**src/hdl/flash_host_cfg.svh**
```systemverilog
`ifndef FLASH_HOST_CFG_SVH
`define FLASH_HOST_CFG_SVH

// Register offsets of the controller's own register file.
`define REG_CTRL 8'h00
`define REG_ADDR 8'h04
`define REG_DATA 8'h08
`define REG_CMD 8'h0C
`define REG_STATUS 8'h10
`define REG_RDATA 8'h14

// Field positions.
`define CTRL_BYTE_BIT 0
`define CTRL_HWRST_BIT 1
`define STAT_BUSY_BIT 0
`define STAT_RB_BIT 1
`define STAT_REFUSED_BIT 2
`define STAT_MODE_LSB 4
`define OP_COUNT 4'hC

// Command sequence addresses and codes.
`define UNLOCK1_WORD 21'h00_0555
`define UNLOCK2_WORD 21'h00_02AA
`define UNLOCK1_BYTE 21'h00_0AAA
`define UNLOCK2_BYTE 21'h00_0555
`define CFI_ADDR_WORD 21'h00_0055
`define CFI_ADDR_BYTE 21'h00_00AA
`define CODE_UNLOCK1 16'h00AA
`define CODE_UNLOCK2 16'h0055
`define CODE_ID 16'h0090
`define CODE_PROG 16'h00A0
`define CODE_BYPASS 16'h0020
`define CODE_BYP_EXIT 16'h0000
`define CODE_ERASE_SETUP 16'h0080
`define CODE_CHIP_ERASE 16'h0010
`define CODE_SECT_ERASE 16'h0030
`define CODE_SUSPEND 16'h00B0
`define CODE_RESUME 16'h0030
`define CODE_RESET 16'h00F0
`define CODE_CFI 16'h0098

// Timing, in ns, and the clock period.
`define CLOCK_NS 100
`define ACCESS_NS 120
`define BUSY_NS 90
`define RESET_PULSE_NS 500
`define RESET_READY_NS 20000

`endif

```
**src/hdl/flash_host_pkg.sv**
```systemverilog
`default_nettype none
package flash_host_pkg;

  // Operations that software may start, in the order of their command codes.
  typedef enum logic [3:0] {
    OP_READ, OP_RESET, OP_ID, OP_PROG, OP_BYP_ENTER, OP_BYP_PROG,
    OP_BYP_EXIT, OP_CHIP_ER, OP_SECT_ER, OP_SUSPEND, OP_RESUME, OP_CFI
  } op_t;

  // Mode of the flash as tracked by the controller.
  typedef enum logic [3:0] {
    M_READ, M_ID, M_CFI, M_BYPASS, M_PROG, M_BYP_PROG, M_CHIP_ER,
    M_SECT_ER, M_SUSP, M_SUSP_ID, M_SUSP_PROG
  } mode_t;

  typedef enum logic [1:0] {K_WRITE, K_READ, K_END} kind_t;

  // One bus cycle towards the flash.
  typedef struct packed {
    kind_t kind;
    logic [20:0] addr;
    logic [15:0] data;
  } cyc_t;

endpackage
`default_nettype wire

```
**src/hdl/flash_command_sequencer.sv**
```systemverilog
`include "flash_host_cfg.svh"
`default_nettype none
module flash_command_sequencer
  import flash_host_pkg::*;
(
  // Clock, reset and enable.
  input wire logic i_clock,
  input wire logic i_resetn,
  input wire logic i_clock_en,
  // Register port.
  input wire logic [7:0] i_reg_addr,
  input wire logic [31:0] i_reg_wdata,
  input wire logic i_reg_write,
  input wire logic i_reg_read,
  output logic [31:0] o_reg_rdata,
  // Flash pins.
  output logic [20:0] o_flash_addr,
  output logic [15:0] o_dq_out,
  output logic o_dq_oe_n,
  input wire logic [15:0] i_dq_in,
  output logic o_ce_n,
  output logic o_we_n,
  output logic o_oe_n,
  output logic o_byte_n,
  output logic o_flash_reset_n,
  input wire logic i_ready_busy_out
);

  localparam int ACC_CYC = (`ACCESS_NS + `CLOCK_NS - 1) / `CLOCK_NS + 2;
  localparam int BUSY_CYC = (`BUSY_NS + `CLOCK_NS - 1) / `CLOCK_NS + 2;
  localparam int RST_CYC = (`RESET_PULSE_NS + `CLOCK_NS - 1) / `CLOCK_NS;
  localparam int RDY_CYC = (`RESET_READY_NS + `CLOCK_NS - 1) / `CLOCK_NS;

  typedef enum logic [2:0] {S_IDLE, S_SETUP, S_STROBE, S_HOLD, S_READ, S_RECOVER,
    S_HWRST, S_HWWAIT} state_t;

  state_t state_q;
  mode_t mode_q;
  op_t op_q;
  logic [2:0] step_q;
  logic [7:0] cnt_q;
  logic byte_mode_q;
  logic refused_q;
  logic [20:0] addr_q;
  logic [15:0] data_q;
  logic [15:0] rdata_q;
  logic [15:0] dq_s1_q, dq_s2_q;
  logic rb_s1_q, rb_s2_q;
  cyc_t cur;
  logic start, hwrst_req, op_ok, done_busy;
  op_t new_op;

  // Unlock address for the given width; byte mode doubles the address.
  function automatic logic [20:0] unlock_addr(input logic first, input logic byte_m);
    if (byte_m)
      unlock_addr = first ? `UNLOCK1_BYTE : `UNLOCK2_BYTE;
    else
      unlock_addr = first ? `UNLOCK1_WORD : `UNLOCK2_WORD;
  endfunction

  // Bus cycle number st of an operation; command cycles other than the sector erase keep upper bits zero.
  function automatic cyc_t cycle_of(input op_t op, input logic [2:0] st,
                                    input logic bm, input logic [20:0] a,
                                    input logic [15:0] d);
    cyc_t c;
    logic [20:0] u1, u2;
    c = '{kind: K_END, addr: 21'h00_0000, data: 16'h0000};
    u1 = unlock_addr(1'b1, bm);
    u2 = unlock_addr(1'b0, bm);
    // Two unlock writes open every long sequence.
    if ((op == OP_ID || op == OP_PROG || op == OP_BYP_ENTER || op == OP_CHIP_ER
         || op == OP_SECT_ER) && st < 3'h2)
      c = '{kind: K_WRITE, addr: (st == 3'h0) ? u1 : u2,
            data: (st == 3'h0) ? `CODE_UNLOCK1 : `CODE_UNLOCK2};
    else
      unique case (op)
        OP_READ: if (st == 3'h0) c = '{kind: K_READ, addr: a, data: 16'h0000};
        OP_RESET: if (st == 3'h0) c = '{kind: K_WRITE, addr: u1, data: `CODE_RESET};
        OP_ID:
          if (st == 3'h2) c = '{kind: K_WRITE, addr: u1, data: `CODE_ID};
          else if (st == 3'h3) c = '{kind: K_READ, addr: a, data: 16'h0000};
        OP_PROG:
          if (st == 3'h2) c = '{kind: K_WRITE, addr: u1, data: `CODE_PROG};
          else if (st == 3'h3) c = '{kind: K_WRITE, addr: a, data: d};
        OP_BYP_ENTER:
          if (st == 3'h2) c = '{kind: K_WRITE, addr: u1, data: `CODE_BYPASS};
        OP_BYP_PROG:
          if (st == 3'h0) c = '{kind: K_WRITE, addr: u1, data: `CODE_PROG};
          else if (st == 3'h1) c = '{kind: K_WRITE, addr: a, data: d};
        OP_BYP_EXIT:
          if (st == 3'h0) c = '{kind: K_WRITE, addr: u1, data: `CODE_ID};
          else if (st == 3'h1) c = '{kind: K_WRITE, addr: u1, data: `CODE_BYP_EXIT};
        OP_CHIP_ER, OP_SECT_ER:
          if (st == 3'h2) c = '{kind: K_WRITE, addr: u1, data: `CODE_ERASE_SETUP};
          else if (st == 3'h3) c = '{kind: K_WRITE, addr: u1, data: `CODE_UNLOCK1};
          else if (st == 3'h4) c = '{kind: K_WRITE, addr: u2, data: `CODE_UNLOCK2};
          else if (st == 3'h5 && op == OP_CHIP_ER)
            c = '{kind: K_WRITE, addr: u1, data: `CODE_CHIP_ERASE};
          else if (st == 3'h5)
            c = '{kind: K_WRITE, addr: a, data: `CODE_SECT_ERASE};
        OP_SUSPEND: if (st == 3'h0) c = '{kind: K_WRITE, addr: u1, data: `CODE_SUSPEND};
        OP_RESUME: if (st == 3'h0) c = '{kind: K_WRITE, addr: u1, data: `CODE_RESUME};
        OP_CFI:
          if (st == 3'h0)
            c = '{kind: K_WRITE, addr: bm ? `CFI_ADDR_BYTE : `CFI_ADDR_WORD,
                  data: `CODE_CFI};
      endcase
    cycle_of = c;
  endfunction

  // Whether an operation may be issued in the present mode.
  function automatic logic allowed(input op_t op, input mode_t m);
    unique case (op)
      OP_READ: allowed = 1'b1;
      OP_RESET: allowed = (m != M_BYPASS) && (m != M_BYP_PROG);
      OP_ID: allowed = (m == M_READ) || (m == M_SUSP);
      OP_PROG: allowed = (m == M_READ) || (m == M_SUSP);
      OP_BYP_ENTER, OP_CHIP_ER, OP_SECT_ER: allowed = (m == M_READ);
      OP_BYP_PROG, OP_BYP_EXIT: allowed = (m == M_BYPASS);
      OP_SUSPEND: allowed = (m == M_SECT_ER);
      OP_RESUME: allowed = (m == M_SUSP);
      OP_CFI: allowed = (m == M_READ) || (m == M_ID);
    endcase
  endfunction

  assign cur = cycle_of(op_q, step_q, byte_mode_q, addr_q, data_q);
  assign new_op = op_t'(i_reg_wdata[3:0]);
  assign start = i_reg_write && i_reg_addr == `REG_CMD && state_q == S_IDLE
                 && i_reg_wdata[3:0] < `OP_COUNT;
  assign op_ok = start && allowed(new_op, mode_q);
  assign hwrst_req = i_reg_write && i_reg_addr == `REG_CTRL
                     && i_reg_wdata[`CTRL_HWRST_BIT];
  // Busy modes finish once ready/busy is seen high after the settle time.
  assign done_busy = state_q == S_IDLE && cnt_q == 8'h00 && rb_s2_q
                     && (mode_q == M_PROG || mode_q == M_BYP_PROG || mode_q == M_SUSP_PROG
                         || mode_q == M_CHIP_ER || mode_q == M_SECT_ER);

  // Pin synchronisers; the first stage feeds only the second.
  always_ff @(posedge i_clock or negedge i_resetn)
    if (!i_resetn)
    begin
      dq_s1_q <= 16'h0000;
      dq_s2_q <= 16'h0000;
      rb_s1_q <= 1'b0;
      rb_s2_q <= 1'b0;
    end
    else if (i_clock_en)
    begin
      dq_s1_q <= i_dq_in;
      dq_s2_q <= dq_s1_q;
      rb_s1_q <= i_ready_busy_out;
      rb_s2_q <= rb_s1_q;
    end

  // Software settings and the refused flag; a refusal wins over its clear.
  always_ff @(posedge i_clock or negedge i_resetn)
    if (!i_resetn)
    begin
      byte_mode_q <= 1'b0;
      addr_q <= 21'h00_0000;
      data_q <= 16'h0000;
      refused_q <= 1'b0;
    end
    else if (i_clock_en)
    begin
      if (i_reg_write && i_reg_addr == `REG_CTRL && state_q == S_IDLE)
        byte_mode_q <= i_reg_wdata[`CTRL_BYTE_BIT];
      if (i_reg_write && i_reg_addr == `REG_ADDR)
        addr_q <= i_reg_wdata[20:0];
      if (i_reg_write && i_reg_addr == `REG_DATA)
        data_q <= i_reg_wdata[15:0];
      if (i_reg_write && i_reg_addr == `REG_CMD && !op_ok)
        refused_q <= 1'b1;
      else if (i_reg_write && i_reg_addr == `REG_STATUS
               && i_reg_wdata[`STAT_REFUSED_BIT])
        refused_q <= 1'b0;
    end

  // Cycle sequencer: setup, write strobe low, strobe high, recovery.
  always_ff @(posedge i_clock or negedge i_resetn)
    if (!i_resetn)
    begin
      state_q <= S_IDLE;
      op_q <= OP_READ;
      step_q <= 3'h0;
      cnt_q <= 8'h00;
      rdata_q <= 16'h0000;
    end
    else if (i_clock_en)
    begin
      unique case (state_q)
        S_IDLE:
          if (hwrst_req)
          begin
            // The pulse runs from the count down to zero inclusive, so load one less.
            state_q <= S_HWRST;
            cnt_q <= 8'(RST_CYC - 1);
          end
          else if (op_ok)
          begin
            op_q <= new_op;
            step_q <= 3'h0;
            state_q <= S_SETUP;
          end
          else if (cnt_q != 8'h00)
            cnt_q <= cnt_q - 8'h01;
        S_SETUP:
          if (cur.kind == K_END)
          begin
            state_q <= S_IDLE;
            cnt_q <= 8'(BUSY_CYC);
          end
          else if (cur.kind == K_READ)
          begin
            state_q <= S_READ;
            cnt_q <= 8'(ACC_CYC);
          end
          else
            state_q <= S_STROBE;
        S_STROBE: state_q <= S_HOLD;
        S_HOLD: state_q <= S_RECOVER;
        S_READ:
          if (cnt_q == 8'h00)
          begin
            rdata_q <= byte_mode_q ? {8'h00, dq_s2_q[7:0]} : dq_s2_q;
            state_q <= S_RECOVER;
          end
          else
            cnt_q <= cnt_q - 8'h01;
        S_RECOVER:
        begin
          step_q <= step_q + 3'h1;
          state_q <= S_SETUP;
        end
        S_HWRST:
          if (cnt_q == 8'h00)
          begin
            state_q <= S_HWWAIT;
            cnt_q <= 8'(RDY_CYC);
          end
          else
            cnt_q <= cnt_q - 8'h01;
        S_HWWAIT:
          if (cnt_q == 8'h00)
            state_q <= S_IDLE;
          else
            cnt_q <= cnt_q - 8'h01;
      endcase
    end

  // Mode tracking follows accepted sequences and the ready/busy pin.
  always_ff @(posedge i_clock or negedge i_resetn)
    if (!i_resetn)
      mode_q <= M_READ;
    else if (i_clock_en)
    begin
      if (state_q == S_HWRST)
        mode_q <= M_READ;
      else if (done_busy)
        mode_q <= (mode_q == M_BYP_PROG) ? M_BYPASS :
                  (mode_q == M_SUSP_PROG) ? M_SUSP : M_READ;
      else if (op_ok)
        unique case (new_op)
          OP_RESET: mode_q <= (mode_q == M_SUSP_ID || mode_q == M_SUSP
                               || mode_q == M_SUSP_PROG) ? M_SUSP : M_READ;
          OP_ID: mode_q <= (mode_q == M_SUSP) ? M_SUSP_ID : M_ID;
          OP_PROG: mode_q <= (mode_q == M_SUSP) ? M_SUSP_PROG : M_PROG;
          OP_BYP_ENTER: mode_q <= M_BYPASS;
          OP_BYP_PROG: mode_q <= M_BYP_PROG;
          OP_BYP_EXIT: mode_q <= M_READ;
          OP_CHIP_ER: mode_q <= M_CHIP_ER;
          OP_SECT_ER, OP_RESUME: mode_q <= M_SECT_ER;
          OP_SUSPEND: mode_q <= M_SUSP;
          OP_CFI: mode_q <= M_CFI;
          OP_READ: mode_q <= mode_q;
        endcase
    end

  // Flash pin registers; the data bus is driven only during write cycles.
  always_ff @(posedge i_clock or negedge i_resetn)
    if (!i_resetn)
    begin
      o_flash_addr <= 21'h00_0000;
      o_dq_out <= 16'h0000;
      o_dq_oe_n <= 1'b1;
      o_ce_n <= 1'b1;
      o_we_n <= 1'b1;
      o_oe_n <= 1'b1;
      o_flash_reset_n <= 1'b1;
    end
    else if (i_clock_en)
    begin
      o_flash_reset_n <= !(state_q == S_HWRST);
      o_flash_addr <= cur.addr;
      o_dq_out <= cur.data;
      o_dq_oe_n <= !((state_q == S_SETUP || state_q == S_STROBE) && cur.kind == K_WRITE);
      o_ce_n <= !(((state_q == S_SETUP || state_q == S_STROBE) && cur.kind != K_END)
                  || (state_q == S_READ && cnt_q != 8'h00));
      o_we_n <= !(state_q == S_SETUP && cur.kind == K_WRITE);
      o_oe_n <= !((state_q == S_SETUP && cur.kind == K_READ)
                  || (state_q == S_READ && cnt_q != 8'h00));
    end

  assign o_byte_n = !byte_mode_q;

  // Read data answer, one cycle after the strobe; unmapped offsets read zero.
  always_ff @(posedge i_clock or negedge i_resetn)
    if (!i_resetn)
      o_reg_rdata <= 32'h0000_0000;
    else if (i_clock_en)
    begin
      o_reg_rdata <= 32'h0000_0000;
      if (i_reg_read)
        unique case (i_reg_addr)
          `REG_CTRL: o_reg_rdata <= {31'h0000_0000, byte_mode_q};
          `REG_ADDR: o_reg_rdata <= {11'h000, addr_q};
          `REG_DATA: o_reg_rdata <= {16'h0000, data_q};
          `REG_STATUS: o_reg_rdata <= {24'h00_0000, mode_q, 1'b0, refused_q, rb_s2_q,
                                       state_q != S_IDLE};
          `REG_RDATA: o_reg_rdata <= {16'h0000, rdata_q};
          default: o_reg_rdata <= 32'h0000_0000;
        endcase
    end

endmodule
`default_nettype wire

```
**config.mk**
```make
export PLATFORM = sky130hd
export DESIGN_NAME = flash_command_sequencer
export DESIGN_NICKNAME = d
export VERILOG_FILES = /design/src/hdl/flash_host_pkg.sv /design/src/hdl/flash_command_sequencer.sv
export VERILOG_INCLUDE_DIRS = /design/src /design/src/hdl
export SDC_FILE = /design/constraint.sdc
export NUM_CORES = 1
export LEC_CHECK = 0
export BUFFER_PORTS_ARGS = -buffer_cell sky130_fd_sc_hd__buf_4
export CAP_MARGIN = 15
export CORE_MARGIN = 2
export CORE_UTILIZATION = 40
export CTS_CLUSTER_DIAMETER = 100
export DETAILED_ROUTE_END_ITERATION = 8
export MAX_ROUTING_LAYER = met4
export PLACE_DENSITY_LB_ADDON = 0.2
export RECOVER_POWER = 50
export SLEW_MARGIN = 25
export SYNTH_ARGS = -nofsm -noshare
export SYNTH_HDL_FRONTEND = slang
export SYNTH_SLANG_ARGS = --single-unit
```
**constraint.sdc**
```tcl
create_clock -name i_clock -period 9.6 [get_ports i_clock]
set_input_delay 1.44 -clock i_clock [delete_from_list [all_inputs] [get_ports i_clock]]
set_output_delay 1.44 -clock i_clock [all_outputs]
set_load 0.005 [all_outputs]
```
==> flow_summary.ini <==
[sta]
finalClockSkew_ps = 16.3
fin_crit_ps = 6110
finalSetupViolCount = 0
finalHoldViolations = 0
finalSetupTns_ps = 0
slew_headroom_pct = -238
worst_slew_pin_slew_ps = 5070
slew_violations = 154
fin_crit_sh_pct = 63.6
max_freq_mhz = 164
rsz0062_at_grt = false

[floorplanning]
die_w_um = 156
core_area_mm2 = 0.0226
top_level_ports = 137
dieArea_mm2 = 0.0244
rows = 55
start_util_pct = 40.9
die_h_um = 156

[clock_tree]
insertion_delay_ps = 440
cts.sinks = 174
h-tree-depth = 4
clk_pin_slew_worst_paths_ps = 80
cts_tree = yes
hold_buffers = 0
clk_path_buf_depth = 2
cts_resized = 0
cts_setup_buffers = 0
cts_buffers = 17
cts-root-buf = clkbuf_16

[global_routing]
grt_max_degree = 98
grt_pass1_wl_um = 39900
grt_usage_pct = 21.5
grt_pass1_vias = 7052
antenna_found_initial = 0
overflow = 0

[final_layout]
final_nets = 1030
utilization_pct = 47.4
drive_gt1_share_pct = 25.3
area_growth_syn_to_layout_pct = 16.0
diodes = 0

[worst_setup_path]
start_kind = input pin
crit_path_top_delay_cell = clkbuf_1
slowest_delay_ps = 2140
crit_top_cell = clkbuf_1
crit_type = input pin to flip-flop
r2r_slack_ps = 4800
cp-end-kind = flip-flop
regToRegStartpoint = step_q[1]
cp.arrival_ps = 6440
crit_start = i_clock_en
worstPathRequired_ps = 9940
path_max_fanout = 55
path_cells = clkbuf_1 -> clkbuf_1 -> nand4_1 -> o2bb2ai_1

[route]
via_per_inst = 5.93
routed_wl_um = 24700
dr.pass1.iters = 5
wl_met3_um = 1310
wl_per_cell_um = 19.8
met2WireLength_um = 11200
vias = 7413
drc = 0
detail-route-antenna-nets = 0
first_iter_violations = 579
highest_layer = met4
wl_met1_um = 11800

[pwr]
p_per_area_mw_per_mm2 = 213
cellLeakagePower_uw = 0.00474
ir_drop_mv = 0.102

[synthesis]
yosys_warnings = 0
synthArstFlopShare_pct = 100
synth.top_cell.area_share_pct = 45.7
synth_cell_types = 80
synth_edf_count = 0
ys_seq_area_share_pct = 47.1
synth_area_per_cell_um2 = 10.5
synth_top_flop_cell = dfrtp_1
post-synth-top-area-cell = dfrtp_1
syn_area_mm2 = 0.00925
synth_area_leaders = dfrtp_1 (46%), mux2_2 (10%), nand2_1 (2.9%), a22o_1 (2.7%), nor2_1 (2.1%)
postSynthCellCount = 880
synth-seq-cells = 174

[placement]
globalplace.congestion = 0.903
io_buffers = 114
dp_hpwl_um = 17300

[worst_hold_path]
min_from = o_dq_out[3]
min_path_type = flip-flop to flip-flop

[run_status]
violations = max-capacitance violations, max-slew violations
status = finished with violations

[run]
cap_violations = 2
kinds of logic after synthesis:
family,Yosys count,share of synthesized area (%)
and+or+nand+nor,260,14.9
AOI/OAI and AO/OA,238,19.3
buffers and inverters,97,4.99
DFF,174,47.1
xor gates and xnor gates,4,0.379
other,1,0.0405
adders and majority gates,15,2.03
muxes,91,11.2
synth_stat cells, drive strengths merged, types with 15 or more instances:
| master | n |
|---|---|
| a21oi | 35 |
| dfrtp | 169 |
| nand3 | 17 |
| o2bb2ai | 22 |
| o21ai | 37 |
| nor2 | 53 |
| a22o | 28 |
| nor3 | 23 |
| buf | 38 |
| nand4 | 16 |
| nand2 | 72 |
| ha | 15 |
| mux2 | 89 |
| inv | 21 |
| clkbuf | 38 |
state kept, by name (all words and copies together) (netlist names), 4 cells and up:
name,count
addr_q,21
o_flash_addr,21
o_reg_rdata,21
data_q,16
dq_s1_q,16
dq_s2_q,16
o_dq_out,16
rdata_q,16
cnt_q,8
mode_q,4
op_q,4
area by class of cell:
cell class / count / area, um2
Fill cell: 2100 / 11900
Timing Repair Buffer: 120 / 837
Tap cell: 285 / 357
Multi-Input combinational cell: 619 / 4480
Clock inverter: 15 / 190
Clock buffer: 17 / 425
Inverter: 21 / 78.8
Sequential cell: 174 / 4360
worst max-delay path: cells and delay by family:
family          cells  cell delay (ps)
buf+inv             2             3140
compound gates      1              420
simple gates        1             1390
where the power goes:
group          internal [uW]  switching, uW
Combinational            260            357
Sequential               840            125
Clock                    355            350
through the flow:
| stage | cell area [um2] | total power [uW] | setup slack (ps) | std cells | hold WS, ps |
|---|---|---|---|---|---|
| 3_5_place_dp | 10200 | 1600 | 4870 | 1219 | 470 |
| 5_1_grt | 10700 | 2430 | 2770 | 1251 | 500 |
| 6_report | 10700 | 2290 | 3490 | 1251 | 477 |
| 3_3_place_gp | 10200 | 1590 | 4880 | 1219 | 465 |
| 4_1_cts | 10800 | 2300 | 4850 | 1251 | 485 |
| 2_1_floorplan | 9290 | 1400 | 5950 | 890 | 450 |
layout by cell type, fill, tap and decap left out, types with 16 or more instances in the layout:
| cell type | instances |
|---|---|
| nand4_1 | 16 |
| o21ai_0 | 33 |
| mux2_2 | 85 |
| nand2_1 | 71 |
| buf_4 | 56 |
| inv_1 | 21 |
| clkbuf_1 | 18 |
| clkbuf_4 | 45 |
| nand3_1 | 16 |
| a21oi_1 | 35 |
| o2bb2ai_1 | 22 |
| clkbuf_16 | 17 |
| a22o_1 | 28 |
| nor3_1 | 22 |
| nor2_1 | 52 |
| dfrtp_1 | 169 |
routing by layer:
metal | GRT usage [%] | vias up
li1 | - | 3443
met1 | 31.4 | 3667
met2 | 31.8 | 282
met3 | 2.89 | 21
met4 | 5.37 | 0
met5 | - | -
path summary, 6_finish.rpt:
check,cells after the start,end
worst min register to register,1,o_dq_out[3]
worst max-delay path,4,o_reg_rdata[12]
worst max register to register,13,cnt_q[1]
max in group asynchronous,1,o_dq_out[6]
min in group asynchronous,1,dq_s1_q[14]
worst min-delay path,1,o_dq_out[3]
Note: power is estimated with default switching activity, not from simulation.
